[src/rtl/regwr_pkg.sv]
// Constants for the bus register write command decoder
package regwr_pkg;
   // =========================================
   // Frame layout
   localparam int FRAME_W      = 32;
   localparam int ADDR_MSB     = 31;
   localparam int ADDR_LSB     = 28;
   localparam int CMD_MSB      = 27;
   localparam int CMD_LSB      = 24;
   localparam int TBA_MSB      = 23;
   localparam int TBA_LSB      = 16;
   localparam int WDAT_MSB     = 15;
   localparam int WDAT_LSB     = 8;
   localparam int CRC_MSB      = 7;
   localparam int CRC_LSB      = 0;
   // =========================================
   // Codes and values
   localparam logic [3:0] CMD_WRITE      = 4'h8;
   localparam logic [3:0] GLOBAL_ADDR    = 4'h0;
   localparam logic [7:0] CRC_POLY       = 8'h2F;
   localparam logic [7:0] CRC_SEED       = 8'hFF;
   localparam logic [3:0] NODE_ADDR_RST  = 4'h0;
   localparam logic [7:0] NODE_ADDR_BYTE = 8'h11;
   localparam logic [15:0] RESP_ZERO     = 16'h0000;
   // =========================================
   // Map limits
   localparam logic [7:0] MAP_LAST       = 8'h3F;
   localparam logic [7:0] RO_FIRST       = 8'h30;
endpackage : regwr_pkg

[src/rtl/regwr_decoder.sv]
// Register write command decoder with response frame builder
`timescale 1ns/10ps
// Notes on behaviour
// - Frame address equal to a nonzero node address performs write and sends response.
// - Other addresses, broadcast included, dropped silently except node-address broadcast case.
// - Command field 1000 is decoded as register write.
// - Data bits 15..8 carry the target byte address.
// - Data bits 7..0 carry the byte value to store.
// - Response carries own node address, command 1000 and 8-bit CRC.
// - Response data is word pair after write: odd byte high, even low.
// - Write outside map changes nothing; response data all zeros.
// - Write to read-only register changes nothing; response shows current pair.
// - Broadcast write accepted only to node address register while it is zero.
module regwr_decoder #(
   parameter logic [7:0] MAP_LAST = regwr_pkg::MAP_LAST,
   parameter logic [7:0] RO_FIRST = regwr_pkg::RO_FIRST
) (
   // Clock, reset, enable
   input  wire logic        i_clk,
   input  wire logic        i_rstn,
   input  wire logic        i_ce,
   // Received frame
   input  wire logic        i_frame_valid,
   input  wire logic [31:0] i_frame,
   // Register file port
   output logic             o_wr_en,
   output logic      [7:0]  o_wr_addr,
   output logic      [7:0]  o_wr_data,
   output logic      [7:0]  o_rd_addr,
   input  wire logic [15:0] i_rd_data,
   // Node address
   output logic      [3:0]  o_node_address,
   // Response frame
   output logic             o_resp_valid,
   output logic      [31:0] o_resp
);
   // =========================================
   // Reset release
   logic rst_s1_r;
   logic rst_s2_r;
   always_ff @(posedge i_clk or negedge i_rstn) begin
      if (!i_rstn) begin
         rst_s1_r <= 1'b0;
         rst_s2_r <= 1'b0;
      end else begin
         rst_s1_r <= 1'b1;
         rst_s2_r <= rst_s1_r;
      end
   end
   wire logic rstn_int = rst_s2_r;

   // =========================================
   // Frame fields
   wire logic [3:0] f_addr = i_frame[regwr_pkg::ADDR_MSB:regwr_pkg::ADDR_LSB];
   wire logic [3:0] f_cmd  = i_frame[regwr_pkg::CMD_MSB:regwr_pkg::CMD_LSB];
   wire logic [7:0] f_tba  = i_frame[regwr_pkg::TBA_MSB:regwr_pkg::TBA_LSB];
   wire logic [7:0] f_dat  = i_frame[regwr_pkg::WDAT_MSB:regwr_pkg::WDAT_LSB];
   wire logic [7:0] f_crc  = i_frame[regwr_pkg::CRC_MSB:regwr_pkg::CRC_LSB];

   logic [7:0] rx_crc;
   logic [7:0] tx_crc;
   crc8_calc u_rx_crc (
      .i_msg (i_frame[31:8]),
      .o_crc (rx_crc)
   );

   // =========================================
   // State
   typedef enum logic [2:0] {
      ST_IDLE = 3'b001,
      ST_READ = 3'b010,
      ST_SEND = 3'b100
   } state_e;

   state_e      state_r, state_nxt;
   logic        wr_en_r, wr_en_nxt;
   logic [7:0]  wr_addr_r, wr_addr_nxt;
   logic [7:0]  wr_data_r, wr_data_nxt;
   logic        out_map_r, out_map_nxt;
   logic [3:0]  node_r, node_nxt;
   logic        resp_v_r, resp_v_nxt;
   logic [31:0] resp_r, resp_nxt;

   // =========================================
   // Response data
   // Node address byte is held here, not in the external file
   logic [15:0] resp_dat;
   always_comb begin
      if (out_map_r) begin
         resp_dat = regwr_pkg::RESP_ZERO;
      end else if (wr_addr_r[7:1] == regwr_pkg::NODE_ADDR_BYTE[7:1]) begin
         resp_dat = {4'h0, node_r, i_rd_data[7:0]};
      end else begin
         resp_dat = i_rd_data;
      end
   end

   crc8_calc u_tx_crc (
      .i_msg ({node_r, regwr_pkg::CMD_WRITE, resp_dat}),
      .o_crc (tx_crc)
   );

   // =========================================
   // Decode
   logic crc_ok, is_wr, own_hit, glob_hit, in_map, writable, accept;
   always_comb begin
      crc_ok   = (rx_crc == f_crc);
      is_wr    = (f_cmd == regwr_pkg::CMD_WRITE);
      // Broadcast never counts as own address, even before one is assigned
      own_hit  = (f_addr == node_r) && (f_addr != regwr_pkg::GLOBAL_ADDR);
      glob_hit = (f_addr == regwr_pkg::GLOBAL_ADDR) && (node_r == regwr_pkg::GLOBAL_ADDR)
                 && (f_tba == regwr_pkg::NODE_ADDR_BYTE);
      in_map   = (f_tba <= MAP_LAST);
      writable = in_map && !(f_tba >= RO_FIRST && f_tba != regwr_pkg::NODE_ADDR_BYTE);
      accept   = i_frame_valid && crc_ok && is_wr && (own_hit || glob_hit);
   end

   always_comb begin
      state_nxt   = state_r;
      wr_en_nxt   = 1'b0;
      wr_addr_nxt = wr_addr_r;
      wr_data_nxt = wr_data_r;
      out_map_nxt = out_map_r;
      node_nxt    = node_r;
      resp_v_nxt  = 1'b0;
      resp_nxt    = resp_r;
      case (state_r)
         ST_IDLE: begin
            if (accept) begin
               wr_addr_nxt = f_tba;
               wr_data_nxt = f_dat;
               out_map_nxt = !in_map;
               wr_en_nxt   = writable && (f_tba != regwr_pkg::NODE_ADDR_BYTE);
               if (f_tba == regwr_pkg::NODE_ADDR_BYTE) begin
                  node_nxt = f_dat[3:0];
               end
               state_nxt = ST_READ;
            end
         end
         ST_READ: begin
            // Readback one cycle after the write lands
            state_nxt = ST_SEND;
         end
         ST_SEND: begin
            resp_nxt = {node_r, regwr_pkg::CMD_WRITE, resp_dat, tx_crc};
            resp_v_nxt = 1'b1;
            state_nxt  = ST_IDLE;
         end
         default: begin
            state_nxt = ST_IDLE;
         end
      endcase
   end

   always_ff @(posedge i_clk or negedge rstn_int) begin
      if (!rstn_int) begin
         state_r   <= ST_IDLE;
         wr_en_r   <= 1'b0;
         wr_addr_r <= 8'h00;
         wr_data_r <= 8'h00;
         out_map_r <= 1'b0;
         node_r    <= regwr_pkg::NODE_ADDR_RST;
         resp_v_r  <= 1'b0;
         resp_r    <= 32'h00000000;
      end else if (i_ce) begin
         state_r   <= state_nxt;
         wr_en_r   <= wr_en_nxt;
         wr_addr_r <= wr_addr_nxt;
         wr_data_r <= wr_data_nxt;
         out_map_r <= out_map_nxt;
         node_r    <= node_nxt;
         resp_v_r  <= resp_v_nxt;
         resp_r    <= resp_nxt;
      end
   end

   // =========================================
   // Outputs
   logic [7:0] rd_addr_r;
   always_ff @(posedge i_clk or negedge rstn_int) begin
      if (!rstn_int) begin
         rd_addr_r <= 8'h00;
      end else if (i_ce) begin
         rd_addr_r <= {wr_addr_nxt[7:1], 1'b0};
      end
   end

   assign o_wr_en        = wr_en_r;
   assign o_wr_addr      = wr_addr_r;
   assign o_wr_data      = wr_data_r;
   assign o_rd_addr      = rd_addr_r;
   assign o_node_address = node_r;
   assign o_resp_valid   = resp_v_r;
   assign o_resp         = resp_r;
endmodule : regwr_decoder

[src/rtl/crc8_calc.sv]
// Combinational CRC-8 over a 24-bit message, MSB first
`timescale 1ns/10ps
module crc8_calc #(
   parameter logic [7:0] POLY = regwr_pkg::CRC_POLY,
   parameter logic [7:0] SEED = regwr_pkg::CRC_SEED
) (
   // Message in
   input  wire logic [23:0] i_msg,
   // Checksum out
   output logic      [7:0]  o_crc
);
   always_comb begin
      logic [7:0] c;
      c = SEED;
      for (int k = 23; k >= 0; k--) begin
         if (c[7] ^ i_msg[k]) begin
            c = {c[6:0], 1'b0} ^ POLY;
         end else begin
            c = {c[6:0], 1'b0};
         end
      end
      o_crc = c;
   end
endmodule : crc8_calc

[config.mk]
export PLATFORM = sky130hd
export DESIGN_NAME = regwr_decoder
export DESIGN_NICKNAME = d
export VERILOG_FILES = /design/src/rtl/regwr_pkg.sv /design/src/rtl/regwr_decoder.sv /design/src/rtl/crc8_calc.sv
export SDC_FILE = /design/constraint.sdc
export NUM_CORES = 1
export LEC_CHECK = 0
export BUFFER_PORTS_ARGS = -buffer_cell sky130_fd_sc_hd__buf_2
export CORE_MARGIN = 3
export CORE_UTILIZATION = 59
export CTS_BUF_LIST = sky130_fd_sc_hd__clkbuf_2
export DETAILED_ROUTE_END_ITERATION = 10
export HOLD_SLACK_MARGIN = 0.15
export PLACE_DENSITY = 0.88
export REMOVE_ABC_BUFFERS = 1
export SLEW_MARGIN = 20
export SYNTH_ARGS = -nofsm -noshare
export SYNTH_HDL_FRONTEND = slang
export SYNTH_HIERARCHICAL = 1
export SYNTH_SLANG_ARGS = --single-unit
[constraint.sdc]
create_clock -name i_clk -period 3.8 [get_ports i_clk]
set_clock_uncertainty 0.1 [all_clocks]
set_input_delay 0 -clock i_clk [delete_from_list [all_inputs] [get_ports i_clk]]
set_output_delay 0 -clock i_clk [all_outputs]
set_load 0.005 [all_outputs]
==> results of run 1 <==
worst min-delay path, delay by kind of cell:
family / cells / cell delay [ns]
muxes: 1 / 0.13
buffers and inverters: 2 / 0.62
power groups by stage:
stage / combinational, mW / clock (mW) / sequential, mW
floorplan: 0.948 / 0 / 0.706
global placement: 1.15 / 0 / 0.694
detailed placement: 1.20 / 0 / 0.695
CTS: 1.24 / 0.389 / 0.683
global route: 1.44 / 0.434 / 0.690
finish: 1.37 / 0.398 / 0.685
state kept, by name, summed over array words and instances, names as in the netlist:
signal / flops
o_resp: 29
o_wr_data: 8
o_rd_addr: 7
o_node_address: 4
state_r: 3
o_resp_valid: 1
o_wr_addr: 1
o_wr_en: 1
out_map_r: 1
rst_s1_r: 1
rst_s2_r: 1
synth_stat cells (2+ instances only):
cell type | number | area [um2]
sky130_fd_sc_hd__clkbuf_1 | 5 | 18.8
sky130_fd_sc_hd__and2_1 | 4 | 25.0
sky130_fd_sc_hd__xnor3_1 | 20 | 450
sky130_fd_sc_hd__xnor3_4 | 4 | 105
sky130_fd_sc_hd__buf_4 | 11 | 82.6
sky130_fd_sc_hd__nand4_1 | 2 | 12.5
sky130_fd_sc_hd__xor2_1 | 22 | 193
sky130_fd_sc_hd__xor3_1 | 4 | 95.1
sky130_fd_sc_hd__mux2_2 | 37 | 417
sky130_fd_sc_hd__dfrtp_1 | 56 | 1400
sky130_fd_sc_hd__xor3_2 | 2 | 50.1
sky130_fd_sc_hd__conb_1 | 2 | 7.51
sky130_fd_sc_hd__inv_1 | 5 | 18.8
sky130_fd_sc_hd__nand2_1 | 8 | 30.0
sky130_fd_sc_hd__xnor3_2 | 8 | 190
sky130_fd_sc_hd__a21oi_1 | 2 | 10.0
sky130_fd_sc_hd__mux2i_1 | 5 | 50.1
sky130_fd_sc_hd__nor2b_1 | 8 | 50.1
sky130_fd_sc_hd__o21ai_0 | 3 | 15.0
sky130_fd_sc_hd__nand3_1 | 3 | 15.0
sky130_fd_sc_hd__buf_6 | 3 | 33.8
sky130_fd_sc_hd__xnor2_1 | 64 | 561
sky130_fd_sc_hd__o22ai_1 | 2 | 12.5
sky130_fd_sc_hd__o31ai_1 | 4 | 30.0
sky130_fd_sc_hd__nor4_1 | 2 | 12.5
sky130_fd_sc_hd__mux2_4 | 7 | 105
sky130_fd_sc_hd__nor2_1 | 6 | 22.5
sky130_fd_sc_hd__nand2b_1 | 2 | 12.5
sky130_fd_sc_hd__xnor2_2 | 2 | 32.5
metrics by stage:
stage                     instance area (um2)  total power, mW  std cells
after global placement                   4830             1.84        518
after CTS                                5390             2.31        578
after floorplan                          4130             1.65        309
after global routing                     5560             2.56        592
after detailed placement                 4830             1.89        518
final                                    5560             2.46        592
area by class of cell:
| cell class | count | share of cell area |
|---|---|---|
| inverter | 5 | 0.00338 |
| multi-input combinational | 247 | 0.495 |
| clock buffer | 9 | 0.00810 |
| tap | 96 | 0.0216 |
| clock inverter | 7 | 0.0110 |
| timing repair buffer | 171 | 0.204 |
| sequential | 57 | 0.257 |
cell usage in the layout, fill, tap and decap left out, types with 3 or more instances in the layout:
| cell | instances |
|---|---|
| sky130_fd_sc_hd__buf_2 | 109 |
| sky130_fd_sc_hd__xnor3_4 | 4 |
| sky130_fd_sc_hd__clkbuf_2 | 9 |
| sky130_fd_sc_hd__conb_1 | 13 |
| sky130_fd_sc_hd__mux2_4 | 7 |
| sky130_fd_sc_hd__xnor3_2 | 11 |
| sky130_fd_sc_hd__nand2_1 | 8 |
| sky130_fd_sc_hd__xnor2_1 | 59 |
| sky130_fd_sc_hd__clkinv_2 | 3 |
| sky130_fd_sc_hd__dfrtp_1 | 55 |
| sky130_fd_sc_hd__o21ai_0 | 3 |
| sky130_fd_sc_hd__o31ai_1 | 4 |
| sky130_fd_sc_hd__mux2_2 | 37 |
| sky130_fd_sc_hd__nor2b_1 | 8 |
| sky130_fd_sc_hd__inv_1 | 5 |
| sky130_fd_sc_hd__mux2i_1 | 4 |
| sky130_fd_sc_hd__buf_4 | 15 |
| sky130_fd_sc_hd__xnor2_2 | 7 |
| sky130_fd_sc_hd__nor2_1 | 6 |
| sky130_fd_sc_hd__xnor3_1 | 17 |
| sky130_fd_sc_hd__xor3_1 | 4 |
| sky130_fd_sc_hd__and2_1 | 4 |
| sky130_fd_sc_hd__dlygate4sd3_1 | 46 |
| sky130_fd_sc_hd__xor2_1 | 22 |
logic make-up (layout without fill, tap and decap cells):
family | after synthesis | after routing
multiplexers | 49 | 49
flip-flops | 57 | 57
XOR/XNOR | 126 | 126
AND/OR/NAND/NOR | 47 | 47
buffers and inverters | 24 | 192
AO/OA/AOI/OAI | 12 | 12
other | 2 | 13
layer usage:
metal,part of all wire,wire length [um],global-route usage,up-vias
li1,-,-,-,1412
met1,0.38,4450,0.312,1608
met2,0.53,6110,0.461,158
met3,0.056,655,0.0533,45
met4,0.035,404,0.0995,0
met5,0,0,0,-
path summary, 6_finish.rpt:
kind	endpoint	cells after the start	startpoint	slack, ns
max	o_resp[3]$_DFFE_PN0P_	11	o_rd_addr[5]$_DFFE_PN0P_	-0.03
min reg2reg	o_rd_addr[5]$_DFFE_PN0P_	1	rst_s2_r$_DFF_PN0_	0.22
max reg2reg	o_resp[3]$_DFFE_PN0P_	11	o_rd_addr[5]$_DFFE_PN0P_	-0.03
max in group asynchronous	o_wr_data[5]$_DFFE_PN0P_	1	rst_s2_r$_DFF_PN0_	2.85
min in group asynchronous	o_rd_addr[5]$_DFFE_PN0P_	1	rst_s2_r$_DFF_PN0_	0.22
min	o_wr_data[6]$_DFFE_PN0P_	3	i_frame[14]	0.13
repair_timing:
item / 4_1_cts / 5_1_grt
setup buffers: 0 / 11
pin swaps: 0 / 8
hold buffers: 44 / 3
hold endpoints to repair: 44 / 2
setup endpoints to repair: 1 / 11
gates resized for setup: 1 / 12
==> flow_results.xml, run 1 <==
<?xml version="1.0" encoding="UTF-8"?>
<metrics>
  <group name="status">
    <metric name="outcome" unit="">finished with violations</metric>
    <metric name="violations" unit="">negative setup slack</metric>
  </group>
  <group name="global_route">
    <metric name="grt_max_degree" unit="">56</metric>
    <metric name="overflow" unit="">0</metric>
    <metric name="grt_use_total" unit="">0.261</metric>
    <metric name="grt_antenna_before_repair" unit="">0</metric>
    <metric name="grt_pass1_vias" unit="">3304</metric>
    <metric name="global_route_wire_length_before_repair" unit="um">16800</metric>
  </group>
  <group name="sta">
    <metric name="max-slew-margin-rel" unit="">0.539</metric>
    <metric name="timing.final.setup_violations" unit="">1</metric>
    <metric name="post-route-period-util" unit="">1.01</metric>
    <metric name="timing.hold.ws" unit="ns">0.132</metric>
    <metric name="fin_tns_setup" unit="ns">-0.0273</metric>
    <metric name="timing.final.hold_violations" unit="">0</metric>
    <metric name="timing_max_transition_violations_final" unit="">0</metric>
    <metric name="rsz0062_at_grt" unit="">true</metric>
    <metric name="worst_slew_pin_slew" unit="ns">0.691</metric>
    <metric name="fmax" unit="MHz">261</metric>
    <metric name="post-route-min-period" unit="ns">3.83</metric>
    <metric name="postLayoutSetupSlackWorst" unit="ns">-0.0273</metric>
  </group>
  <group name="clocking">
    <metric name="clk-insertion-delay-late" unit="ns">0.53</metric>
    <metric name="clkSinkCount" unit="">57</metric>
    <metric name="tritoncts.num_buffers" unit="">9</metric>
    <metric name="path_clk_slew" unit="ns">0.25</metric>
    <metric name="cts_max_path_buffers" unit="">2</metric>
    <metric name="cts_max_level" unit="">3</metric>
    <metric name="cts_tree" unit="">done</metric>
    <metric name="clock_tree.root_cell" unit="">sky130_fd_sc_hd__clkbuf_2</metric>
  </group>
  <group name="critical_path">
    <metric name="critical-path-slowest-cell" unit="">sky130_fd_sc_hd__or4b_4</metric>
    <metric name="critPathKind" unit="">flip-flop to flip-flop</metric>
    <metric name="setup.worst_path.end_class" unit="">flip-flop</metric>
    <metric name="critical_path.max_stage_delay" unit="ns">0.53</metric>
    <metric name="critPathLaunchType" unit="">flip-flop</metric>
    <metric name="worst-endpoint-arrival" unit="ns">4.12</metric>
    <metric name="critical_path_peak_fanout" unit="">4</metric>
    <metric name="crit_top_cell" unit="">sky130_fd_sc_hd__xnor3_1</metric>
    <metric name="critical_path.n_buffers_inverters" unit="">1</metric>
    <metric name="crit_path_cell_trace" unit="">or4b_4 -&gt; nor4_4 -&gt; buf_4 -&gt; nor2_2 -&gt; and2_1 -&gt; xnor2_1 -&gt; xnor3_1 -&gt; xnor3_1 -&gt; xnor2_1 -&gt; xnor3_1 -&gt; mux2_2</metric>
    <metric name="worst_ep_required_time" unit="ns">4.09</metric>
    <metric name="worst_path_dominant_cell_family" unit="">XOR/XNOR gates</metric>
  </group>
  <group name="drt">
    <metric name="route.final.wire_length" unit="um">11600</metric>
    <metric name="routed_via_density" unit="">5.44</metric>
    <metric name="first_iter_violations" unit="">187</metric>
    <metric name="vias" unit="">3223</metric>
    <metric name="ant_nets" unit="">0</metric>
    <metric name="drc" unit="">0</metric>
    <metric name="dr.pass1.iters" unit="">5</metric>
    <metric name="post_drt_wl_per_cell" unit="um">19.6</metric>
  </group>
  <group name="synthesis">
    <metric name="netlist_area" unit="mm2">0.00423</metric>
    <metric name="share_of_the_synthesized_area_in_compound_gates_ao_oa_aoi_oai" unit="">0.0189</metric>
    <metric name="netlist-cell-type-count" unit="">43</metric>
    <metric name="ys_dominant_reg_cell" unit="">sky130_fd_sc_hd__dfrtp_1</metric>
    <metric name="synth_top_family_by_area" unit="">XOR/XNOR gates</metric>
    <metric name="synth.yosys.warnings" unit="">6</metric>
    <metric name="post_synth_fa_ha_maj_area_fraction" unit="">0</metric>
    <metric name="yosys_register_bits" unit="">57</metric>
    <metric name="xor_xnor_portion_of_the_synthesized_cell_area" unit="">0.397</metric>
    <metric name="synth-edff-count" unit="">0</metric>
    <metric name="synth.avg_cell_area" unit="um2">13.3</metric>
    <metric name="syn-instance-count" unit="">317</metric>
    <metric name="synth-seq-area-share" unit="">0.338</metric>
    <metric name="muxShareOfSynthArea" unit="">0.135</metric>
    <metric name="synth_simple_gate_area_frac" unit="">0.0734</metric>
    <metric name="asyncSetResetFlopFracSynth" unit="">1.00</metric>
  </group>
  <group name="floorplanning">
    <metric name="dieHeight" unit="um">90.7</metric>
    <metric name="rows" unit="">30</metric>
    <metric name="die_area" unit="mm2">0.00822</metric>
    <metric name="placeableCoreArea" unit="mm2">0.00687</metric>
    <metric name="initial_utilization" unit="">0.615</metric>
    <metric name="floorplan.io_pins" unit="">114</metric>
    <metric name="die_span_in_x" unit="um">90.7</metric>
  </group>
  <group name="power_and_ir_drop">
    <metric name="power.switching_fraction" unit="">0.367</metric>
    <metric name="p_leak" unit="nW">2.97</metric>
    <metric name="seqPwrFrac" unit="">0.279</metric>
    <metric name="switching_power" unit="mW">0.902</metric>
    <metric name="power.internal" unit="mW">1.55</metric>
    <metric name="clock_power_share" unit="">0.162</metric>
    <metric name="max_ir_drop_vdd" unit="uV">598</metric>
    <metric name="power_per_cell_area" unit="mW/mm2">442</metric>
    <metric name="power_frac_comb" unit="">0.559</metric>
  </group>
  <group name="finish">
    <metric name="area_occupied_by_multi_input_gates" unit="mm2">0.00275</metric>
    <metric name="antenna_cells" unit="">0</metric>
    <metric name="final_net_count" unit="">543</metric>
    <metric name="area_growth_syn_to_layout" unit="%">31.5</metric>
    <metric name="num-fill-cells" unit="">364</metric>
    <metric name="fraction_of_layout_instances_using_a_drive_strength_above_1" unit="">0.442</metric>
    <metric name="final_core_utilization" unit="">0.809</metric>
    <metric name="layout.area.seq" unit="mm2">0.00143</metric>
  </group>
  <group name="place">
    <metric name="hpwl" unit="um">6920</metric>
    <metric name="finalWeightedCongestion" unit="">0.825</metric>
    <metric name="port-buffer-count" unit="">109</metric>
    <metric name="preCtsSetupSlack" unit="ns">0.000204</metric>
  </group>
  <group name="job">
    <metric name="timing.max_cap.violations" unit="">0</metric>
  </group>
  <group name="min_path">
    <metric name="worst_hold_path_class" unit="">primary input to flip-flop</metric>
  </group>
</metrics>
Note: power is estimated with default switching activity, not from simulation.
==> inputs of run 2 (changes only) <==
- ABC_AREA: default -> 1
- CORE_UTILIZATION: 59 -> 55
- PLACE_DENSITY: 0.88 -> 0.79
==> run 2 against run 1 <==
Effect of this change:
- the flow now finishes without violations
- first-iteration DRC count grew to 3.0 times the previous value
- cell count grew 150%
- sequential share of layout area down 9.5 points
- worst hold slack better by 0.048 ns
- utilization shrank 1.1 points
- routed wire length grew 75%
- fmax is 2.3% higher
- design area increased by 59%
- sequential cell count unchanged
- critical path type is now primary input to flip-flop
==> flow_results.xml, run 2 <==
<?xml version="1.0" encoding="UTF-8"?>
<metrics>
  <group name="critical_path">
    <metric name="worst_ep_required_time" unit="ns">4.19</metric>
    <metric name="crit_top_cell" unit="">sky130_fd_sc_hd__nand2_1</metric>
    <metric name="critical_path.max_stage_delay" unit="ns">0.59</metric>
    <metric name="endpoint_of_the_worst_slack_reg_to_reg_timing_path" unit="">o_resp[4]$_DFFE_PN0P_</metric>
    <metric name="critical_path_peak_fanout" unit="">8</metric>
    <metric name="worst_path_dominant_cell_family" unit="">simple AND/OR/NAND/NOR gates</metric>
    <metric name="worstReg2RegStart" unit="">o_rd_addr[4]$_DFFE_PN0P_</metric>
    <metric name="reg2reg_depth" unit="">35</metric>
    <metric name="critPathKind" unit="">primary input to flip-flop</metric>
    <metric name="setup.worst_path.end_class" unit="">flip-flop</metric>
    <metric name="critical_path.n_buffers_inverters" unit="">10</metric>
    <metric name="critPathLaunchType" unit="">primary input</metric>
    <metric name="r2r_setup_slack" unit="ns">0.20</metric>
    <metric name="critical-path-slowest-cell" unit="">sky130_fd_sc_hd__dlygate4sd3_1</metric>
    <metric name="worst-endpoint-arrival" unit="ns">4.13</metric>
  </group>
  <group name="power_and_ir_drop">
    <metric name="power_per_cell_area" unit="mW/mm2">494</metric>
    <metric name="max_ir_drop_vdd" unit="uV">619</metric>
    <metric name="total_power" unit="mW">4.37</metric>
    <metric name="p_leak" unit="nW">5.16</metric>
  </group>
  <group name="drt">
    <metric name="route.final.wire_length" unit="um">20300</metric>
    <metric name="first_iter_violations" unit="">559</metric>
    <metric name="routed_via_density" unit="">5.31</metric>
    <metric name="dr.pass1.iters" unit="">5</metric>
    <metric name="vias" unit="">7786</metric>
    <metric name="drc" unit="">0</metric>
    <metric name="post_drt_wl_per_cell" unit="um">13.9</metric>
    <metric name="ant_nets" unit="">0</metric>
  </group>
  <group name="finish">
    <metric name="layoutNonFillerInstCount" unit="">1466</metric>
    <metric name="fin_area" unit="mm2">0.00884</metric>
    <metric name="num-fill-cells" unit="">744</metric>
    <metric name="antenna_cells" unit="">0</metric>
    <metric name="layout.cells.most_common" unit="">sky130_fd_sc_hd__nand2_1</metric>
    <metric name="final_core_utilization" unit="">0.798</metric>
    <metric name="number_of_flip_flops_in_the_largest_register" unit="">29</metric>
    <metric name="final_net_count" unit="">1373</metric>
    <metric name="area_occupied_by_multi_input_gates" unit="mm2">0.00484</metric>
    <metric name="fraction_of_layout_instances_using_a_drive_strength_above_1" unit="">0.336</metric>
    <metric name="layout.area.seq" unit="mm2">0.00143</metric>
    <metric name="layout_common_cells" unit="">sky130_fd_sc_hd__nand2_1, sky130_fd_sc_hd__nand2_2, sky130_fd_sc_hd__inv_1, sky130_fd_sc_hd__nand3_1, sky130_fd_sc_hd__buf_2</metric>
    <metric name="area_growth_syn_to_layout" unit="%">38.4</metric>
  </group>
  <group name="clocking">
    <metric name="path_clk_slew" unit="ns">0.21</metric>
    <metric name="cts_max_path_buffers" unit="">2</metric>
    <metric name="cts_max_level" unit="">3</metric>
    <metric name="clock_tree.root_cell" unit="">sky130_fd_sc_hd__clkbuf_2</metric>
    <metric name="clk-insertion-delay-late" unit="ns">0.53</metric>
    <metric name="cts_tree" unit="">done</metric>
    <metric name="tritoncts.num_buffers" unit="">9</metric>
    <metric name="clkSinkCount" unit="">57</metric>
  </group>
  <group name="synthesis">
    <metric name="ys_dominant_reg_cell" unit="">sky130_fd_sc_hd__dfrtp_1</metric>
    <metric name="synth.avg_cell_area" unit="um2">5.87</metric>
    <metric name="yosys_register_bits" unit="">57</metric>
    <metric name="synth.yosys.warnings" unit="">6</metric>
    <metric name="cell_with_the_most_instances_after_synthesis" unit="">sky130_fd_sc_hd__nand2_1</metric>
    <metric name="synth-edff-count" unit="">0</metric>
    <metric name="netlist-cell-type-count" unit="">37</metric>
    <metric name="synth_top_cell_by_area" unit="">sky130_fd_sc_hd__nand2_1</metric>
    <metric name="synth_area_leaders" unit="">sky130_fd_sc_hd__nand2_1, sky130_fd_sc_hd__dfrtp_1, sky130_fd_sc_hd__nand3_1, sky130_fd_sc_hd__inv_1, sky130_fd_sc_hd__nand2_2</metric>
    <metric name="syn-instance-count" unit="">1088</metric>
    <metric name="synth.top_cell.area_share" unit="">0.291</metric>
    <metric name="synth-seq-area-share" unit="">0.224</metric>
    <metric name="netlist_area" unit="mm2">0.00639</metric>
    <metric name="netlist_top_cells_count" unit="">sky130_fd_sc_hd__nand2_1, sky130_fd_sc_hd__nand3_1, sky130_fd_sc_hd__inv_1</metric>
    <metric name="asyncSetResetFlopFracSynth" unit="">1.00</metric>
  </group>
  <group name="sta">
    <metric name="rsz0062_at_grt" unit="">true</metric>
    <metric name="fmax" unit="MHz">267</metric>
    <metric name="timing.final.hold_violations" unit="">0</metric>
    <metric name="timing_max_transition_violations_final" unit="">0</metric>
    <metric name="max-slew-margin-rel" unit="">0.443</metric>
    <metric name="post-route-period-util" unit="">0.984</metric>
    <metric name="worst_slew_pin_slew" unit="ns">0.835</metric>
    <metric name="post-route-min-period" unit="ns">3.74</metric>
    <metric name="timing.final.setup_violations" unit="">0</metric>
  </group>
  <group name="floorplanning">
    <metric name="dieHeight" unit="um">114</metric>
    <metric name="die_area" unit="mm2">0.0129</metric>
    <metric name="floorplan.io_pins" unit="">114</metric>
    <metric name="die_span_in_x" unit="um">114</metric>
    <metric name="rows" unit="">38</metric>
    <metric name="placeableCoreArea" unit="mm2">0.0111</metric>
    <metric name="initial_utilization" unit="">0.577</metric>
  </group>
  <group name="global_route">
    <metric name="grt_pass1_vias" unit="">7040</metric>
    <metric name="grt_antenna_before_repair" unit="">0</metric>
    <metric name="global_route_wire_length_before_repair" unit="um">31600</metric>
    <metric name="grt_use_total" unit="">0.295</metric>
    <metric name="grt_max_degree" unit="">37</metric>
    <metric name="overflow" unit="">0</metric>
  </group>
  <group name="min_path">
    <metric name="worst_hold_start" unit="">i_frame[29]</metric>
    <metric name="worstHoldEndpoint" unit="">o_node_address[3]$_DFFE_PN0P_</metric>
    <metric name="hold_depth" unit="">9</metric>
    <metric name="worst_hold_path_class" unit="">primary input to flip-flop</metric>
  </group>
  <group name="place">
    <metric name="hpwl" unit="um">13100</metric>
    <metric name="finalWeightedCongestion" unit="">0.905</metric>
    <metric name="placed_cell_area" unit="mm2">0.00712</metric>
    <metric name="port-buffer-count" unit="">109</metric>
    <metric name="post-place-cells" unit="">1343</metric>
  </group>
  <group name="job">
    <metric name="timing.max_cap.violations" unit="">0</metric>
  </group>
  <group name="status">
    <metric name="outcome" unit="">complete, no violations</metric>
  </group>
</metrics>
run 2: changes by cell type in the layout (fill, tap and decap cells not counted), sizes merged, moves of 36 or more:
| cell | delta |
|---|---|
| mux2 | -44 |
| xnor2 | -58 |
| nand3 | +148 |
| nand2 | +576 |
| nor2 | +36 |
| inv | +144 |
run 2: logic make-up after synthesis:
group | Yosys count | share of synthesized area
flops | 57 | 0.224
xor+xnor | 24 | 0.0435
other cells | 2 | 0.00118
compound gates | 12 | 0.0129
simple gates | 821 | 0.605
buf+inv | 172 | 0.114
run 2: through the flow:
stage                     hold slack (ns)  TNS, ns  setup slack, ns
after floorplan                    -0.396        0            0.609
after detailed placement           -0.312        0           0.0998
after global routing                0.183    -1.76           -0.182
after CTS                           0.152        0           0.0151
after global placement             -0.315        0            0.145
final                               0.180        0           0.0596
run 2: timing repair:
| action | CTS | global route |
|---|---|---|
| setup endpoints to repair | 0 | 25 |
| gates resized for setup | 0 | 168 |
| endpoints found under the hold margin | 52 | 0 |
| buffers inserted | 0 | 36 |
| hold buffers | 78 | 0 |
run 2: worst max-delay path by stage:
stage	depth (start not counted)	slack (ns)	start	end
finish	41	0.06	i_frame[30]	o_wr_data[3]$_DFFE_PN0P_
global route	41	-0.18	i_frame[30]	o_wr_data[3]$_DFFE_PN0P_
floorplan	32	0.61	o_rd_addr[4]$_DFFE_PN0P_	o_resp[6]$_DFFE_PN0P_
global placement	34	0.14	i_frame[31]	o_rd_addr[2]$_DFFE_PN0P_
detailed placement	35	0.1	i_frame[28]	o_rd_addr[7]$_DFFE_PN0P_
CTS	32	0.02	i_frame[20]	o_node_address[0]$_DFFE_PN0P_
run 2: power by group:
group	internal, mW	switching (mW)
logic	1.28	2.03
clock network	0.150	0.262
registers	0.628	0.0191
total	2.05	2.31
run 2: per-layer routing:
metal  wire length (um)  up-vias  GRT usage  part of all wire
met2              10600      315      0.554              0.52
met4                674        0     0.0897             0.033
met3               1060       68     0.0313             0.052
met1               7980     3601      0.351              0.39
met5                  0        -          0                 0
li1                   -     3802          -                 -
run 2: area by class of cell:
cell class	instances	share of cell area
repair buffers	226	0.192
multi-input cells	878	0.547
well taps	140	0.0198
clock inverters	6	0.00665
flip-flops and latches	57	0.162
clock buffers	10	0.00566
inverters	149	0.0667
run 2: worst reg2reg max path, delay by kind of cell, from the launching register on:
family | cells | cell delay [ns]
AND/OR/NAND/NOR | 29 | 2.62
flip-flops | 1 | 0.47
buffers and inverters | 6 | 0.33
==> inputs of run 3 (changes only) <==
==> constraint.sdc (replaced) <==
create_clock -name i_clk -period 3.8 [get_ports i_clk]
set_clock_uncertainty 0.1 [all_clocks]
set_input_delay 0.76 -clock i_clk [delete_from_list [all_inputs] [get_ports i_clk]]
set_output_delay 0.76 -clock i_clk [all_outputs]
set_load 0.005 [all_outputs]
==> run 3 against run 2 <==
Effect of this change:
- the flow now finishes with violations (negative setup slack)
- cell count down 2.8%
- worst hold slack better by 0.046 ns
- critical path depth down 6
- clock power up 1%
- register-to-register slack worse by 0.05 ns
- largest power group unchanged
- die area unchanged
- sequential cell count unchanged
- power up 6.9%
- largest cell class unchanged
- combinational power up 8.8%
- first-iteration DRC count up 32%
- via count up 0.19%
==> flow_results.xml, run 3 (same netlist as run 2, synthesis figures left out) <==
<?xml version="1.0" encoding="UTF-8"?>
<metrics>
  <group name="power_and_ir_drop">
    <metric name="power.switching_fraction" unit="">0.537</metric>
    <metric name="power_per_cell_area" unit="mW/mm2">527</metric>
    <metric name="total_power" unit="mW">4.67</metric>
    <metric name="power_frac_comb" unit="">0.772</metric>
    <metric name="seqPwrFrac" unit="">0.139</metric>
    <metric name="power.internal" unit="mW">2.16</metric>
    <metric name="max_ir_drop_vdd" unit="uV">733</metric>
    <metric name="switching_power" unit="mW">2.50</metric>
    <metric name="p_leak" unit="nW">5.19</metric>
    <metric name="clock_power_share" unit="">0.089</metric>
  </group>
  <group name="sta">
    <metric name="fmax" unit="MHz">243</metric>
    <metric name="max-slew-margin-rel" unit="">0.456</metric>
    <metric name="worst_slew_pin_slew" unit="ns">0.816</metric>
    <metric name="timing.final.hold_violations" unit="">0</metric>
    <metric name="timing.final.setup_violations" unit="">24</metric>
    <metric name="postLayoutSetupSlackWorst" unit="ns">-0.317</metric>
    <metric name="post-route-min-period" unit="ns">4.12</metric>
    <metric name="post-route-period-util" unit="">1.08</metric>
    <metric name="rsz0062_at_grt" unit="">true</metric>
    <metric name="timing_max_transition_violations_final" unit="">0</metric>
  </group>
  <group name="finish">
    <metric name="number_of_flip_flops_in_the_largest_register" unit="">29</metric>
    <metric name="fin_area" unit="mm2">0.00885</metric>
    <metric name="num-fill-cells" unit="">736</metric>
    <metric name="final_core_utilization" unit="">0.799</metric>
    <metric name="fraction_of_layout_instances_using_a_drive_strength_above_1" unit="">0.417</metric>
    <metric name="layout_common_cells" unit="">sky130_fd_sc_hd__nand2_1, sky130_fd_sc_hd__nand2_2, sky130_fd_sc_hd__inv_1, sky130_fd_sc_hd__buf_2, sky130_fd_sc_hd__nand3_1</metric>
    <metric name="antenna_cells" unit="">0</metric>
    <metric name="area_growth_syn_to_layout" unit="%">38.6</metric>
    <metric name="final_net_count" unit="">1332</metric>
    <metric name="layout.cells.most_common" unit="">sky130_fd_sc_hd__nand2_1</metric>
  </group>
  <group name="clocking">
    <metric name="clk-insertion-delay-late" unit="ns">0.53</metric>
    <metric name="cts_max_path_buffers" unit="">2</metric>
    <metric name="cts_tree" unit="">done</metric>
    <metric name="cts_max_level" unit="">3</metric>
    <metric name="clock_tree.root_cell" unit="">sky130_fd_sc_hd__clkbuf_2</metric>
    <metric name="clkSinkCount" unit="">57</metric>
    <metric name="path_clk_slew" unit="ns">0.21</metric>
    <metric name="tritoncts.num_buffers" unit="">9</metric>
  </group>
  <group name="global_route">
    <metric name="global_route_wire_length_before_repair" unit="um">28200</metric>
    <metric name="grt_use_total" unit="">0.262</metric>
    <metric name="grt_max_degree" unit="">37</metric>
    <metric name="grt_antenna_before_repair" unit="">0</metric>
    <metric name="grt_pass1_vias" unit="">6555</metric>
    <metric name="overflow" unit="">0</metric>
  </group>
  <group name="place">
    <metric name="finalWeightedCongestion" unit="">0.904</metric>
    <metric name="hpwl" unit="um">13300</metric>
    <metric name="port-buffer-count" unit="">109</metric>
    <metric name="placed_cell_area" unit="mm2">0.00741</metric>
  </group>
  <group name="critical_path">
    <metric name="critPathLaunchType" unit="">primary input</metric>
    <metric name="endpoint_of_the_worst_slack_reg_to_reg_timing_path" unit="">o_resp[4]$_DFFE_PN0P_</metric>
    <metric name="critical_path.max_stage_delay" unit="ns">0.21</metric>
    <metric name="reg2reg_depth" unit="">32</metric>
    <metric name="critical-path-slowest-cell" unit="">sky130_fd_sc_hd__xnor2_2</metric>
    <metric name="critical_path_peak_fanout" unit="">6</metric>
    <metric name="critPathKind" unit="">primary input to flip-flop</metric>
    <metric name="worstReg2RegStart" unit="">o_rd_addr[2]$_DFFE_PN0P_</metric>
    <metric name="r2r_setup_slack" unit="ns">0.15</metric>
    <metric name="setup.worst_path.start" unit="">i_frame[31]</metric>
    <metric name="worst-endpoint-arrival" unit="ns">4.51</metric>
    <metric name="crit_top_cell" unit="">sky130_fd_sc_hd__nand2_1</metric>
    <metric name="setup.worst_path.end_class" unit="">flip-flop</metric>
    <metric name="worst_ep_required_time" unit="ns">4.19</metric>
  </group>
  <group name="drt">
    <metric name="first_iter_violations" unit="">740</metric>
    <metric name="drc" unit="">0</metric>
    <metric name="vias" unit="">7801</metric>
    <metric name="post_drt_wl_per_cell" unit="um">15.6</metric>
    <metric name="dr.pass1.iters" unit="">8</metric>
    <metric name="ant_nets" unit="">0</metric>
    <metric name="route.final.wire_length" unit="um">22300</metric>
    <metric name="routed_via_density" unit="">5.47</metric>
  </group>
  <group name="floorplanning">
    <metric name="placeableCoreArea" unit="mm2">0.0111</metric>
    <metric name="die_span_in_x" unit="um">114</metric>
    <metric name="floorplan.io_pins" unit="">114</metric>
    <metric name="die_area" unit="mm2">0.0129</metric>
    <metric name="dieHeight" unit="um">114</metric>
    <metric name="initial_utilization" unit="">0.577</metric>
    <metric name="rows" unit="">38</metric>
  </group>
  <group name="status">
    <metric name="violations" unit="">negative setup slack</metric>
    <metric name="outcome" unit="">finished with violations</metric>
  </group>
  <group name="job">
    <metric name="timing.max_cap.violations" unit="">0</metric>
  </group>
  <group name="min_path">
    <metric name="worst_hold_path_class" unit="">flip-flop to asynchronous set/reset pin</metric>
  </group>
</metrics>
-- run 3: changes by cell type in the layout (fill, tap and decap cells not counted), moves of 10 or more --
cell                            change
sky130_fd_sc_hd__buf_4             +21
sky130_fd_sc_hd__dlygate4sd3_1     -67
sky130_fd_sc_hd__inv_1             -10
sky130_fd_sc_hd__nand2_1           -35
sky130_fd_sc_hd__nand2_2           +13
sky130_fd_sc_hd__nand2_4           +17
sky130_fd_sc_hd__nand3_1           -16
sky130_fd_sc_hd__nand3_4           +10
-- run 3: critical path, delay by kind of cell --
kind | cells | cell delay, ns
and+or+nand+nor | 27 | 2.80
buffers and inverters | 7 | 0.71
xor gates and xnor gates | 1 | 0.21
-- run 3: repair_timing --
item	4_1_cts	5_1_grt
buffers inserted	2	22
endpoints found under the setup margin	20	32
gates resized for setup	7	287
gates cloned	0	3
endpoints found under the hold margin	2	0
pin swaps	5	116
hold buffers	1	0
-- run 3: worst max path at each step --
stage               cells past startpoint  slack [ns]                  endpoint
floorplan                              30       -0.04  o_rd_addr[1]$_DFFE_PN0P_
global placement                       36       -0.51  o_rd_addr[1]$_DFFE_PN0P_
detailed placement                     38       -0.60  o_rd_addr[7]$_DFFE_PN0P_
CTS                                    37        0.03  o_rd_addr[7]$_DFFE_PN0P_
global route                           35       -0.46  o_rd_addr[6]$_DFFE_PN0P_
finish                                 35       -0.32  o_wr_data[7]$_DFFE_PN0P_
-- run 3: routing by layer --
metal  track usage  routed length, um  up-vias
li1              -                  -     3703
met1         0.316               8380     3592
met2         0.488              11100      391
met3        0.0318               1590      115
met4        0.0705               1140        0
met5             0                  0        -
-- run 3: cell type report --
cell class	instances	area (um2)	area share
Tap cell	140	175	0.0198
Sequential cell	57	1430	0.162
Clock buffer	10	50.0	0.00565
Timing Repair Buffer	185	1260	0.143
Clock inverter	6	58.8	0.00664
Multi-Input combinational cell	878	5250	0.593
Inverter	149	622	0.0702
-- run 3: through the flow --
step	TNS, ns	cells	setup slack, ns	hold slack, ns
detailed placement	-13.80	1381	-0.602	0.252
finish	-6.22	1425	-0.317	0.227
floorplan	-0.258	1084	-0.0408	0.231
CTS	0	1400	0.0253	0.268
global placement	-11.57	1381	-0.506	0.240
global route	-10.76	1425	-0.458	0.310
-- run 3: power by group through the flow --
stage | combinational (mW) | sequential (mW) | clock [mW]
after floorplan | 2.11 | 0.660 | 0
after global placement | 2.72 | 0.658 | 0
after detailed placement | 2.77 | 0.659 | 0
after CTS | 2.80 | 0.648 | 0.411
after global routing | 3.94 | 0.652 | 0.444
final | 3.60 | 0.647 | 0.417
